==> src/shared/sgcp_pkg.sv <==
`default_nettype none

package sgcp_pkg;

  // configuration data path width
  localparam int unsigned CFG_DW = 8;

  // host I/O port addresses
  localparam logic [15:0] CFG_INDEX_PORT = 16'h002E;
  localparam logic [15:0] CFG_DATA_PORT  = 16'h002F;

  // key values written to the index port
  localparam logic [7:0] KEY_ENTER = 8'h87;
  localparam logic [7:0] KEY_EXIT  = 8'hAA;

  // logical device select index and device numbers
  localparam logic [7:0] LDN_INDEX    = 8'h07;
  localparam logic [7:0] LDN_GPIO     = 8'h07;
  localparam logic [7:0] LDN_EN_BANK  = 8'h09;

  // register indices
  localparam logic [7:0] REG_FUNC_EN  = 8'h30;
  localparam logic [7:0] REG_DIR      = 8'hE0;
  localparam logic [7:0] REG_DATA     = 8'hE1;
  localparam logic [7:0] REG_INV      = 8'hE2;

  // field position of the function enable
  localparam int unsigned FUNC_EN_BIT = 7;

  // reset values
  localparam logic [7:0] RST_IDX     = 8'h00;
  localparam logic [7:0] RST_LDN     = 8'h00;
  localparam logic [7:0] RST_FUNC_EN = 8'h00;
  localparam logic [7:0] RST_DIR     = 8'hFF;
  localparam logic [7:0] RST_DATA    = 8'h00;
  localparam logic [7:0] RST_INV     = 8'h00;

  // answer to a read while locked, and to an unmapped index
  localparam logic [7:0] RD_LOCKED   = 8'hFF;
  localparam logic [7:0] RD_UNMAPPED = 8'h00;

  // unlock sequencer states
  typedef enum logic [1:0] {
    ST_LOCKED,
    ST_KEY1,
    ST_OPEN
  } sgcp_lock_t;

endpackage

`default_nettype wire

==> src/rtl/sgcp_sync2.sv <==
`timescale 1ns/1ps
`default_nettype none

module sgcp_sync2 #(
  parameter int unsigned WIDTH = 8
) (
  input  wire logic             i_clk,
  input  wire logic             i_rst_b,
  input  wire logic [WIDTH-1:0] i_async,
  output logic      [WIDTH-1:0] o_sync
);

  logic [WIDTH-1:0] meta_q;
  logic [WIDTH-1:0] sync_q;

  // first stage feeds only the second; nothing else reads it
  always_ff @(posedge i_clk or negedge i_rst_b)
  begin
    if (!i_rst_b)
    begin
      meta_q <= '0;
      sync_q <= '0;
    end
    else
    begin
      meta_q <= i_async;
      sync_q <= meta_q;
    end
  end

  assign o_sync = sync_q;

endmodule

`default_nettype wire

==> src/rtl/sgcp_gpio_port.sv <==
`timescale 1ns/1ps
`default_nettype none

module sgcp_gpio_port
  import sgcp_pkg::*;
(
  input  wire logic [15:0]       I_IO_ADDR,
  input  wire logic              I_MCLK,
  input  wire logic              I_RST_B,
  input  wire logic              I_IO_WR,
  input  wire logic              I_IO_RD,
  input  wire logic [CFG_DW-1:0] I_IO_WDATA,
  input  wire logic [CFG_DW-1:0] I_GPIO_PIN,
  output logic      [CFG_DW-1:0] O_IO_RDATA,
  output logic                   O_IO_RVALID,
  output logic      [CFG_DW-1:0] O_GPIO_OUT,
  output logic      [CFG_DW-1:0] O_GPIO_OE,
  output logic                   O_CFG_OPEN
);

  // port match, used for every strobe decode
  function automatic logic port_hit(input logic [15:0] addr, input logic [15:0] port);
    port_hit = (addr == port);
  endfunction

  sgcp_lock_t        lock_q;
  sgcp_lock_t        lock_d;
  logic [CFG_DW-1:0] idx_q;
  logic [CFG_DW-1:0] idx_d;
  logic [CFG_DW-1:0] ldn_q;
  logic [CFG_DW-1:0] ldn_d;
  logic [CFG_DW-1:0] func_en_q;
  logic [CFG_DW-1:0] func_en_d;
  logic [CFG_DW-1:0] dir_q;
  logic [CFG_DW-1:0] dir_d;
  logic [CFG_DW-1:0] data_q;
  logic [CFG_DW-1:0] data_d;
  logic [CFG_DW-1:0] inv_q;
  logic [CFG_DW-1:0] inv_d;
  logic [CFG_DW-1:0] rdata_q;
  logic [CFG_DW-1:0] rdata_d;
  logic              rvalid_q;
  logic              rvalid_d;
  logic [CFG_DW-1:0] pin_out_q;
  logic [CFG_DW-1:0] pin_out_d;
  logic [CFG_DW-1:0] pin_oe_q;
  logic [CFG_DW-1:0] pin_oe_d;
  logic              open_q;
  logic              open_d;
  logic [CFG_DW-1:0] pin_sync;
  logic [CFG_DW-1:0] pin_seen;
  logic [CFG_DW-1:0] data_view;
  logic              wr_idx;
  logic              wr_dat;
  logic              rd_idx;
  logic              rd_dat;
  logic              is_open;
  logic              gpio_sel;
  logic              bank_sel;

  // pins come from outside the clock domain
  sgcp_sync2 #(
    .WIDTH (CFG_DW)
  ) u_pin_sync (
    .i_clk   (I_MCLK),
    .i_rst_b (I_RST_B),
    .i_async (I_GPIO_PIN),
    .o_sync  (pin_sync)
  );

  // strobe decode of the two configuration ports
  assign wr_idx   = I_IO_WR && port_hit(I_IO_ADDR, CFG_INDEX_PORT);
  assign wr_dat   = I_IO_WR && port_hit(I_IO_ADDR, CFG_DATA_PORT);
  assign rd_idx   = I_IO_RD && port_hit(I_IO_ADDR, CFG_INDEX_PORT);
  assign rd_dat   = I_IO_RD && port_hit(I_IO_ADDR, CFG_DATA_PORT);
  assign is_open  = (lock_q == ST_OPEN);
  assign gpio_sel = (ldn_q == LDN_GPIO);
  assign bank_sel = (ldn_q == LDN_EN_BANK);

  // per-bit view of the data register as software reads it
  genvar gi;
  generate
    for (gi = 0; gi < CFG_DW; gi++)
    begin : g_bit
      assign pin_seen[gi]  = pin_sync[gi] ^ inv_q[gi];
      assign data_view[gi] = dir_q[gi] ? pin_seen[gi] : data_q[gi];
    end
  endgenerate

  // unlock sequencer and configuration registers
  always_comb
  begin
    lock_d    = lock_q;
    idx_d     = idx_q;
    ldn_d     = ldn_q;
    func_en_d = func_en_q;
    dir_d     = dir_q;
    data_d    = data_q;
    inv_d     = inv_q;
    unique case (lock_q)
      ST_LOCKED:
      begin
        // everything but the key is dropped while locked
        if (wr_idx && (I_IO_WDATA == KEY_ENTER))
          lock_d = ST_KEY1;
      end
      ST_KEY1:
      begin
        // the second key must follow directly; any other access restarts
        if (wr_idx && (I_IO_WDATA == KEY_ENTER))
          lock_d = ST_OPEN;
        else if (wr_idx || wr_dat || rd_idx || rd_dat)
          lock_d = ST_LOCKED;
      end
      ST_OPEN:
      begin
        if (wr_idx && (I_IO_WDATA == KEY_EXIT))
          lock_d = ST_LOCKED;
        else if (wr_idx)
          idx_d = I_IO_WDATA;
        if (wr_dat)
        begin
          if (idx_q == LDN_INDEX)
            ldn_d = I_IO_WDATA;
          else if (bank_sel && (idx_q == REG_FUNC_EN))
            func_en_d = I_IO_WDATA;
          else if (gpio_sel && (idx_q == REG_DIR))
            dir_d = I_IO_WDATA;
          else if (gpio_sel && (idx_q == REG_DATA))
            data_d = (data_q & dir_q) | (I_IO_WDATA & ~dir_q);
          else if (gpio_sel && (idx_q == REG_INV))
            inv_d = I_IO_WDATA;
        end
      end
      // the fourth code is unused; an upset lands back in the safe state
      default:
        lock_d = ST_LOCKED;
    endcase
  end

  always_ff @(posedge I_MCLK or negedge I_RST_B)
  begin
    if (!I_RST_B)
    begin
      lock_q    <= ST_LOCKED;
      idx_q     <= RST_IDX;
      ldn_q     <= RST_LDN;
      func_en_q <= RST_FUNC_EN;
      dir_q     <= RST_DIR;
      data_q    <= RST_DATA;
      inv_q     <= RST_INV;
    end
    else
    begin
      lock_q    <= lock_d;
      idx_q     <= idx_d;
      ldn_q     <= ldn_d;
      func_en_q <= func_en_d;
      dir_q     <= dir_d;
      data_q    <= data_d;
      inv_q     <= inv_d;
    end
  end

  // read answer and pin drivers, all registered
  always_comb
  begin
    rdata_d  = rdata_q;
    rvalid_d = rd_idx || rd_dat;
    if (rd_idx)
      rdata_d = is_open ? idx_q : RD_LOCKED;
    else if (rd_dat)
    begin
      if (!is_open)
        rdata_d = RD_LOCKED;
      else if (idx_q == LDN_INDEX)
        rdata_d = ldn_q;
      else if (bank_sel && (idx_q == REG_FUNC_EN))
        rdata_d = func_en_q;
      else if (gpio_sel && (idx_q == REG_DIR))
        rdata_d = dir_q;
      else if (gpio_sel && (idx_q == REG_DATA))
        rdata_d = data_view;
      else if (gpio_sel && (idx_q == REG_INV))
        rdata_d = inv_q;
      else
        rdata_d = RD_UNMAPPED;
    end
    // outgoing value flips through the inversion mask as well
    pin_out_d = data_q ^ inv_q;
    // pins float until the function is enabled, so boot never fights the board
    pin_oe_d  = ~dir_q & {CFG_DW{func_en_q[FUNC_EN_BIT]}};
    open_d    = (lock_d == ST_OPEN);
  end

  always_ff @(posedge I_MCLK or negedge I_RST_B)
  begin
    if (!I_RST_B)
    begin
      rdata_q   <= RD_UNMAPPED;
      rvalid_q  <= 1'b0;
      pin_out_q <= RST_DATA;
      pin_oe_q  <= '0;
      open_q    <= 1'b0;
    end
    else
    begin
      rdata_q   <= rdata_d;
      rvalid_q  <= rvalid_d;
      pin_out_q <= pin_out_d;
      pin_oe_q  <= pin_oe_d;
      open_q    <= open_d;
    end
  end

  assign O_IO_RDATA  = rdata_q;
  assign O_IO_RVALID = rvalid_q;
  assign O_GPIO_OUT  = pin_out_q;
  assign O_GPIO_OE   = pin_oe_q;
  assign O_CFG_OPEN  = open_q;
endmodule

`default_nettype wire

==> config.mk <==
export PLATFORM = sky130hd
export DESIGN_NAME = sgcp_gpio_port
export DESIGN_NICKNAME = d
export VERILOG_FILES = /design/src/shared/sgcp_pkg.sv /design/src/rtl/sgcp_sync2.sv /design/src/rtl/sgcp_gpio_port.sv
export SDC_FILE = /design/constraint.sdc
export NUM_CORES = 1
export LEC_CHECK = 0
export ABC_AREA = 1
export ABC_CLOCK_PERIOD_IN_PS = 1900
export CAP_MARGIN = 40
export CORE_MARGIN = 2
export CORE_UTILIZATION = 40
export CTS_CLUSTER_DIAMETER = 120
export CTS_CLUSTER_SIZE = 8
export DETAILED_ROUTE_END_ITERATION = 8
export DONT_BUFFER_PORTS = 1
export HOLD_SLACK_MARGIN = 0.08
export PLACE_DENSITY = 0.51
export SYNTH_ARGS = -nofsm -noshare
export SYNTH_HDL_FRONTEND = slang
export SYNTH_HIERARCHICAL = 1
export SYNTH_SLANG_ARGS = --single-unit
==> constraint.sdc <==
create_clock -name I_MCLK -period 1.9 [get_ports I_MCLK]
set_input_delay 0.19 -clock I_MCLK [delete_from_list [all_inputs] [get_ports I_MCLK]]
set_output_delay 0.19 -clock I_MCLK [all_outputs]
set_load 0.01 [all_outputs]
# Word-level counts from Yosys, hierarchy flattened
# Index checks and enable logic that the tools add are counted.
# op_classes
n_eq_ne	14
n_mux	22
n_bitwise	19
n_reduce_logical	22
# op_table
operator	n
two-way mux 8 bit	9
== test 8 bit (second input constant)	5
== test 16 x 6 -> 1 bit (second input constant)	2
AND 8 bit	3
== test 8 x 3 -> 1 bit (second input constant)	2
logical AND 1 bit	10
== test 8 x 4 -> 1 bit (second input constant)	1
== test 8 x 6 -> 1 bit (second input constant)	1
two-way mux 1 bit	8
two-way mux 2 bit	4
NOT 8 bit	1
OR 8 bit	1
bitwise XOR 1 bit	8
bitwise XOR 8 bit	1
AND reduction 7 bit	1
one-hot mux 2 bit (3 select lines)	1
AND reduction 3 bit	2
AND reduction 6 bit	1
NOT 1 bit	5
AND reduction 5 bit	1
== test 2 bit (second input constant)	2
logical OR 1 bit	4
AND reduction 4 bit	1
== test 2 x 1 -> 1 bit (second input constant)	1
other kinds (2)	2
# word_totals
ff_bits	92
inputBits	36
output_inout_bits	26
elab_cells	91

# Logic depth before layout (Yosys ltp)
# Gate-level depths: netlist of run 1.
# depth
ltp_word	10
mapped_depth	13
mapped_depth_nobuf	12

# Modules after synthesis
# The synthesis of run 1 kept the hierarchy.
# modules_own_cells
module	n_inst	cells_each	area_per_inst_um2	seq_area_each_um2
sgcp_gpio_port	1	540	4186.5	1911.8
sgcp_sync2	1	16	400.4	400.4

# Least setup slack after synthesis of run 1
# No wires, ideal clock.
# synth_path
kind	register -> register
start	register ldn_q[5]
end	register (tool-made name)
setup_time_ns	0.117
t_arrival_ns	1.431
required_time_ns	1.783
slack_ns	0.352
path_stages_with_launch	12
path_buffers	1
period_less_slack_ns	1.548
path_cell_list	dfrtp_1 nor2_1 nand2_1 nor2_2 buf_4 nand2_4 nor2_4 nand3_4 nor2_2 nand2_1 o21ai_1 inv_1
# synth_rtl
item	line_no	text
start: declaration	sgcp_gpio_port.sv:30	logic [CFG_DW-1:0] ldn_q;
start signal: assignment	sgcp_gpio_port.sv:157	ldn_q <= ldn_d;

# Worst setup path after layout of run 1
# layout_path
start	register idx_q[3]
end	register rdata_q[1], in the netlist O_IO_RDATA[1]
# layout_between
elab_chain_len	10
elab_cells_between_ends	17
classes_between	eq/ne: 5; mux: 8; reduce/logical: 4
# layout_lines
item	line_no	text
start: declaration	sgcp_gpio_port.sv:28	logic [CFG_DW-1:0] idx_q;
start signal: assignment	sgcp_gpio_port.sv:156	idx_q <= idx_d;
== test 8 bit	sgcp_gpio_port.sv:184	else if (gpio_sel && (idx_q == REG_INV))
logical AND 1 bit	sgcp_gpio_port.sv:184	
two-way mux 8 bit	sgcp_gpio_port.sv:184	
two-way mux 8 bit	sgcp_gpio_port.sv:182	else if (gpio_sel && (idx_q == REG_DATA))
two-way mux 8 bit	sgcp_gpio_port.sv:180	else if (gpio_sel && (idx_q == REG_DIR))
two-way mux 8 bit	sgcp_gpio_port.sv:178	else if (bank_sel && (idx_q == REG_FUNC_EN))
two-way mux 8 bit *	sgcp_gpio_port.sv:176	else if (idx_q == LDN_INDEX)
two-way mux 8 bit *	sgcp_gpio_port.sv:174	if (!is_open)
two-way mux 8 bit *	sgcp_gpio_port.sv:172	else if (rd_dat)
two-way mux 8 bit *	sgcp_gpio_port.sv:170	if (rd_idx)
end signal: assignment	sgcp_gpio_port.sv:208	rdata_q <= rdata_d;
end: declaration	sgcp_gpio_port.sv:40	logic [CFG_DW-1:0] rdata_q;
# Every way passes the cells marked *; elsewhere a longest branch is shown, timed or not. The select of a mux whose other input is x is not followed.
# A chain may end at the register's enable or synchronous reset.

==> results.md, run 1 <==
- Status: finished, violations left
- Violated checks: hold timing
- Sequential share of the synthesized area: 50.4%
- Clock root cell: clkbuf_16
- Layout Nets: slightly above 600
- Initial drt markers: 192
- Post-Synth Adder-Cell Area: 0%
- Max Clk Rate: between 0.5 and 0.6 GHz
- Worst-Skew Late Latency: around 0.36 ns
- Area delta synth->final: 16.1%
- Initial antenna violation count: 0
- Die H: 111 um
- Mapped Cells: between 500 and 600
- CTS H-tree lvls: 3
- Pwr Density: about 760 nW/um2
- Filler Cell Count: 1103
- Most common cell after layout, fill and taps aside: nand2_1
- Layout Cells excl Fill: between 700 and 800
- Vias in the first global route: ~3400
- Number of enable flip-flop cells after synthesis: 0
- Startpoint Class: flop
- Clock skew: 0.00984 ns
- Pre-antenna DRT Iters: 5
- PortBufs: 0
- Tcrit/Tclk final: just over 90%
- Crit-path max FO: 16
- Worst Max-Slew Pin Slew: about 0.50 ns
- Crit-path cells: nor2_2 > nand2_1 > nor2_4 > nand3_4 > o21ai_0 > inv_1 > nand2_1 > nand2_1 > a21oi_1
- TritonCTS clock tree: done
- Syn Std Cell Area: 4590 um2
- Synth Area in XOR/XNOR: under 10%
- Tot GR Track Use: between 10% and 20%
- Min setup slack post-route: approximately 0.12 ns
- Unrepaired setup endpoints after global routing: true
- Initial core utilization: around 41%
- Worst setup EP type: flop
- CTS Hold Bufs: 8
- # DRC: 0
- Ys Warns: 6
- Max Cap Viol: 0
- Synth Area in Compound Gates: between 10% and 20%
- LEAKAGE: between 2 and 3 nW
- Crit path max-delay cell type: dfrtp_1
- Max Slew Vio Count: 0
- Largest net degree at the start of global routing: 93
- CP max stage delay: approximately 0.42 ns
- #FFs+latches synth: 92
- Clock sinks: 92
- Commonest cells after routing, fill and taps aside: nand2_1 (135), dfrtp_1 (84), inv_1 (82)
- Final setup viols: 0
- Fin crit period: 1.78 ns
- Via count: 3571
- Kind of critical path: reg -> reg
- Share of cells above drive strength 1: between 15 and 20%
- I/O pin count: between 60 and 70
- Top_reg_cell synth: dfrtp_1
- Mapped Nets: between 500 and 600
- Arrival time of the worst setup path: 2.05 ns
- CP required: approximately 2.2 ns
- Worst-path clk slew: ~0.070 ns
- Routed WL per cell: 15.6 um
- Number of CTS-inserted buffers: 9
- Crit-path most repeated cell: nand2_1
- First-pass GRT wire length: 18.3 mm
- Gp weighted congestion: roughly 0.91
- Post-synth ARST share: 100%
- Placed Instances: 706
- Simple-gate share of the synthesized area: approximately a quarter
- Die W: between 100 and 150 um
- Worst min path class: in -> async
- Mean area per synthesized cell: about 8.2 um2
- Hold Fails Final Rpt: 92
- Synth cell types: 38
- Largest family of logic cells by synthesized area: simple AND/OR/NAND/NOR gates
- Relative slew slack: about 66%
- Maximum clock path buffer count: 2
- DIE AREA: 12300 um2
- Ant diodes: 0
- Num rows: 39
- Dpl hpwl: 8.10 mm
- Post-DRT Antenna Nets: 0
- Total wire length: approximately 11 mm
- Mux cell area share after synthesis: 0%
- Final hold slack: -0.477 ns
- Core ar.: ~11000 um2
- Vias per std cell: 4.86
- Setup WS pre-CTS: between 0.009 and 0.01 ns
- GRT overflow: 0
- Peak VDD IR: 641 uV
==> logic make-up after synthesis <==
logic type | after synthesis
flip-flops | 92
XOR/XNOR | 8
buffers and inverters | 105
AO/OA/AOI/OAI | 93
AND/OR/NAND/NOR | 258
==> timing repair <==
item | in CTS | in global routing
pin swaps | 0 | 3
hold endpoints to repair | 100 | 92
resized for setup | 1 | 9
endpoints found under the setup margin | 2 | 30
setup buffers | 0 | 5
==> registers in the layout (all words and copies together) (netlist names), named ones only <==
| signal | flops |
|---|---|
| O_CFG_OPEN | 1 |
| u_pin_sync/o_sync | 8 |
| func_en_q | 8 |
| idx_q | 8 |
| O_IO_RDATA | 8 |
| O_GPIO_OE | 8 |
| u_pin_sync/meta_q | 8 |
| O_IO_RVALID | 1 |
| inv_q | 8 |
| O_GPIO_OUT | 8 |
| lock_q | 2 |
| dir_q | 8 |
| ldn_q | 8 |
==> worst paths after layout <==
kind	slack, ns	startpoint	cells after the start	endpoint
max	0.12	idx_q[3]$_DFFE_PN0P_	9	O_IO_RDATA[1]$_DFFE_PN0P_
min	-0.48	I_RST_B	0	O_GPIO_OE[7]$_DFF_PN0_
max reg2reg	0.12	idx_q[3]$_DFFE_PN0P_	9	O_IO_RDATA[1]$_DFFE_PN0P_
min reg2reg	0.35	u_pin_sync/meta_q[2]$_DFF_PN0_	0	u_pin_sync/o_sync[2]$_DFF_PN0_
max in group asynchronous	2.16	I_RST_B	0	dir_q[5]$_DFFE_PN1P_
min in group I_MCLK	0.10	I_IO_WDATA[6]	3	lock_q[0]$_DFF_PN0_
==> report_power, final <==
part | total (mW) | leakage, nW | internal [mW] | switching (mW)
clock network | 1.96 | 0.156 | 1.16 | 0.799
logic | 0.0797 | 1.27 | 0.0277 | 0.0519
registers | 1.98 | 1.21 | 1.98 | 0.00746
total | 4.02 | 2.64 | 3.17 | 0.858
==> final cells by class <==
type	instances	area, um2	area share (%)
sequential	92	2310	43.4
multi-input combinational	359	1880	35.3
inverter	93	349	6.55
timing repair buffer	32	280	5.26
clock buffer	9	225	4.23
tap	143	179	3.36
clock inverter	7	98.8	1.86
==> routing by layer <==
metal / track usage (%) / up-vias / share of wire, %
met5: 0 / - / 0
met3: 6.29 / 28 / 6.5
met1: 27.2 / 1627 / 48
met2: 28.3 / 101 / 43
li1: - / 1815 / -
met4: 6.83 / 0 / 2.4
==> through the flow <==
stage / cell area (um2) / util (%) / power (mW) / setup TNS (ns) / hold WS [ns]
6_report: 5330 / 47.1 / 4.02 / 0 / -0.477
5_1_grt: 5330 / 47.1 / 4.15 / -0.0442 / -0.496
4_1_cts: 5250 / 46.4 / 4.07 / 0 / -0.488
3_5_place_dp: 4840 / 42.8 / 2.09 / 0 / -0.102
3_3_place_gp: 4840 / 42.8 / 2.09 / 0 / -0.102
2_1_floorplan: 4590 / - / 2.05 / 0 / -0.106
==> critical path: cells and delay by family (launching register included) <==
| kind | cells | cell delay, ns |
|---|---|---|
| AO/OA/AOI/OAI | 2 | 0.35 |
| AND/OR/NAND/NOR | 6 | 0.87 |
| flip-flops | 1 | 0.42 |
| buffers and inverters | 1 | 0.05 |
==> cells in the mapped netlist, drive strengths merged (7+ instances only) <==
library cell | number | area [um2]
nand2 | 142 | 561
inv | 91 | 342
dfrtp | 84 | 2100
o21ai | 66 | 398
nor2 | 55 | 273
nand3 | 28 | 170
a21oi | 23 | 123
nand4 | 16 | 106
dfstp | 8 | 210
or2 | 8 | 50.1
xor2 | 8 | 70.1
buf | 7 | 58.8
Power figures use the tool's default switching activity.
==> run 2: changes to the inputs <==
Settings changed: RECOVER_POWER set to 100.
==> run 2 against run 1 <==
  * Core utilization fell by 0.14 points
  * The run still ends with hold timing left
  * Clock-buffer cell count did not move
  * Clock skew about the same
  * Critical path type unchanged
  * Highest routed layer unchanged
  * First-iteration DRC count fell by 2.1%
  * Global-route usage did not move
==> results.md, run 2 (synthesis gave the netlist of run 1 again) <==
- Busiest grt layer: met2 (unchanged)
- Largest net degree at the start of global routing: 93 (unchanged)
- Final hold slack: -0.477 ns (about the same)
- Layout Nets: 623 (unchanged)
- Max Clk Rate: 0.565 GHz (was 0.563 GHz)
- CTS H-tree lvls: 3 (unchanged)
- LEAKAGE: 2.63 nW (was 2.64 nW)
- Area delta synth->final: 15.8% (was 16.1%)
- Crit path max-delay cell type: dfrtp_1 (unchanged)
- Met1 Resource Use GR: 27.2% (unchanged)
- Pwr Density: 757 nW/um2 (was 755 nW/um2)
- Post-Layout Inst Area: 5310 um2 (was 5330 um2)
- Area used by multi-input combinational logic: 1880 um2 (about the same)
- Die W: 111 um (unchanged)
- Num rows: 39 (unchanged)
- Share of cells above drive strength 1: 19.1% (was 19.8%)
- Worst-Skew Late Latency: 0.36 ns (about the same)
- Vias per std cell: 4.83 (was 4.86)
- Clock sinks: 92 (unchanged)
- Final core area utilization: 46.9% (was 47.1%)
- Kind of critical path: reg -> reg (unchanged)
- Worst setup EP type: flop (unchanged)
- Initial drt markers: 188 (was 192)
- CP top delay family: simple AND/OR/NAND/NOR gates (unchanged)
- Status: finished, violations left (unchanged)
- Crit-path cells: nand2_1 > nor2_1 > nand2_4 > nand2_2 > nor3b_4 > nand4_2 > buf_12 > nand2_1 > o21ai_2 (was nor2_2 > nand2_1 > nor2_4 > nand3_4 > o21ai_0 > inv_1 > nand2_1 > nand2_1 > a21oi_1)
- Tot GR Track Use: 19.4% (unchanged)
- Clock root cell: clkbuf_16 (unchanged)
- Commonest cells after routing, fill and taps aside: nand2_1 (135), dfrtp_1 (84), inv_1 (82) (unchanged)
- Sw Ratio: 21.3% (about the same)
- # DRC: 0 (unchanged)
- Fin crit period: 1.77 ns (was 1.78 ns)
- Worst-path clk slew: 0.07 ns (about the same)
- Violated checks: hold timing (unchanged)
- Cell Area, Placed: 4840 um2 (unchanged)
- Pre-antenna DRT Iters: 5 (unchanged)
- DIE AREA: 12300 um2 (unchanged)
- GR met3 Demand/Resource: 6.29% (unchanged)
- TritonCTS clock tree: done (unchanged)
- PortBufs: 0 (unchanged)
- Most common cell after layout, fill and taps aside: nand2_1 (unchanged)
- Power share of the combinational group: 2.0% (about the same)
- Die H: 111 um (unchanged)
- Final setup viols: 0 (unchanged)
- Gp weighted congestion: 0.906 (unchanged)
- CP required: 2.13 ns (was 2.18 ns)
- Hold Fails Final Rpt: 92 (unchanged)
- Worst Max-Slew Pin Slew: 0.633 ns (was 0.501 ns)
- CTS Hold Bufs: 8 (unchanged)
- Worst min path class: in -> async (unchanged)
- Total wire length: 11.5 mm (was 11.4 mm)
- Startpoint Class: flop (unchanged)
- Filler Cell Count: 1106 (was 1103)
- Worst path buffer plus inverter count: 1 (unchanged)
- Maximum clock path buffer count: 2 (unchanged)
- Placed Instances: 706 (unchanged)
- Layout Cells excl Fill: 735 (unchanged)
- CP max stage delay: 0.47 ns (was 0.42 ns)
- Number of CTS-inserted buffers: 9 (unchanged)
- First-pass GRT wire length: 18.3 mm (unchanged)
- Crit-path max FO: 14 (was 16)
- Arrival time of the worst setup path: 2.00 ns (was 2.05 ns)
- Vias in the first global route: 3387 (unchanged)
- Dpl hpwl: 8.10 mm (unchanged)
- Peak VDD IR: 640 uV (was 641 uV)
- Grt met2 use: 28.3% (unchanged)
- Post-DRT Antenna Nets: 0 (unchanged)
- Initial antenna violation count: 0 (unchanged)
- Clock skew: 0.00980 ns (was 0.00984 ns)
- Setup TNS: 0 ns (unchanged)
- Max Cap Viol: 0 (unchanged)
- Int Power: 3.17 mW (about the same)
- Psw: 856 uW (was 858 uW)
- Unrepaired setup endpoints after global routing: true (unchanged)
- Tcrit/Tclk final: 93.2% (was 93.4%)
- Ant diodes: 0 (unchanged)
- Initial core utilization: 40.5% (unchanged)
- Crit-path most repeated cell: nand2_1 (unchanged)
- Via count: 3548 (was 3571)
- Core ar.: 11300 um2 (unchanged)
- Sequential share of power: 49.3% (about the same)
- Clock power share: 48.7% (about the same)
- Max Slew Vio Count: 0 (unchanged)
- GRT overflow: 0 (unchanged)
- FF+latch area: 2310 um2 (unchanged)
- I/O pin count: 62 (unchanged)
- Relative slew slack: 57.8% (was 66.5%)
- Routed WL per cell: 15.6 um (about the same)
[run 2: cell types whose count changed in the layout (fill, tap and decap cells not counted), sizes merged]
| cell | before | now |
|---|---|---|
| buf | 24 | 20 |
| clkbuf | 9 | 13 |
[run 2: power by group through the flow]
stage	Clock, mW	Sequential [mW]	Combinational, mW
after floorplan	0	2.02	0.0350
after global placement	0	2.02	0.0680
after detailed placement	0	2.02	0.0685
after CTS	2.00	1.98	0.0817
after global routing	2.07	1.99	0.0887
final	1.96	1.98	0.0799
[run 2: repair_timing]
item                                   CTS  global route
setup buffers                            0             5
resized for setup                        1             9
setup endpoints to repair                2            30
endpoints found under the hold margin  100            92
pin swaps                                0             3
[run 2: final cells by class]
cell class,count,area share [%]
flip-flops and latches,92,43.5
multi-input cells,359,35.4
inverters,93,6.57
repair buffers,32,5.02
clock buffers,9,4.24
well taps,143,3.37
clock inverters,7,1.86
[run 2: per-layer routing]
| metal | up-vias | wire, um |
|---|---|---|
| met1 | 1627 | 5530 |
| met5 | - | 0 |
| met4 | 0 | 225 |
| met2 | 89 | 4990 |
| li1 | 1812 | - |
| met3 | 20 | 722 |
[run 2: final timing paths]
| check | to | cells past startpoint | from | slack [ns] |
|---|---|---|---|---|
| max | func_en_q[2]$_DFFE_PN0P_ | 9 | idx_q[1]$_DFFE_PN0P_ | 0.13 |
| min | O_GPIO_OE[7]$_DFF_PN0_ | 0 | I_RST_B | -0.48 |
| max reg2reg | func_en_q[2]$_DFFE_PN0P_ | 9 | idx_q[1]$_DFFE_PN0P_ | 0.13 |
| min reg2reg | u_pin_sync/o_sync[2]$_DFF_PN0_ | 0 | u_pin_sync/meta_q[2]$_DFF_PN0_ | 0.35 |
| max in group asynchronous | dir_q[5]$_DFFE_PN1P_ | 0 | I_RST_B | 2.16 |
| min in group I_MCLK | lock_q[0]$_DFF_PN0_ | 3 | I_IO_WDATA[6] | 0.10 |
[run 2: stage by stage]
step	power (mW)	worst slack (ns)
6_report	4.02	0.129
5_1_grt	4.15	-0.0442
4_1_cts	4.07	0.0302
3_5_place_dp	2.09	0.00900
3_3_place_gp	2.09	0.0129
2_1_floorplan	2.05	0.352
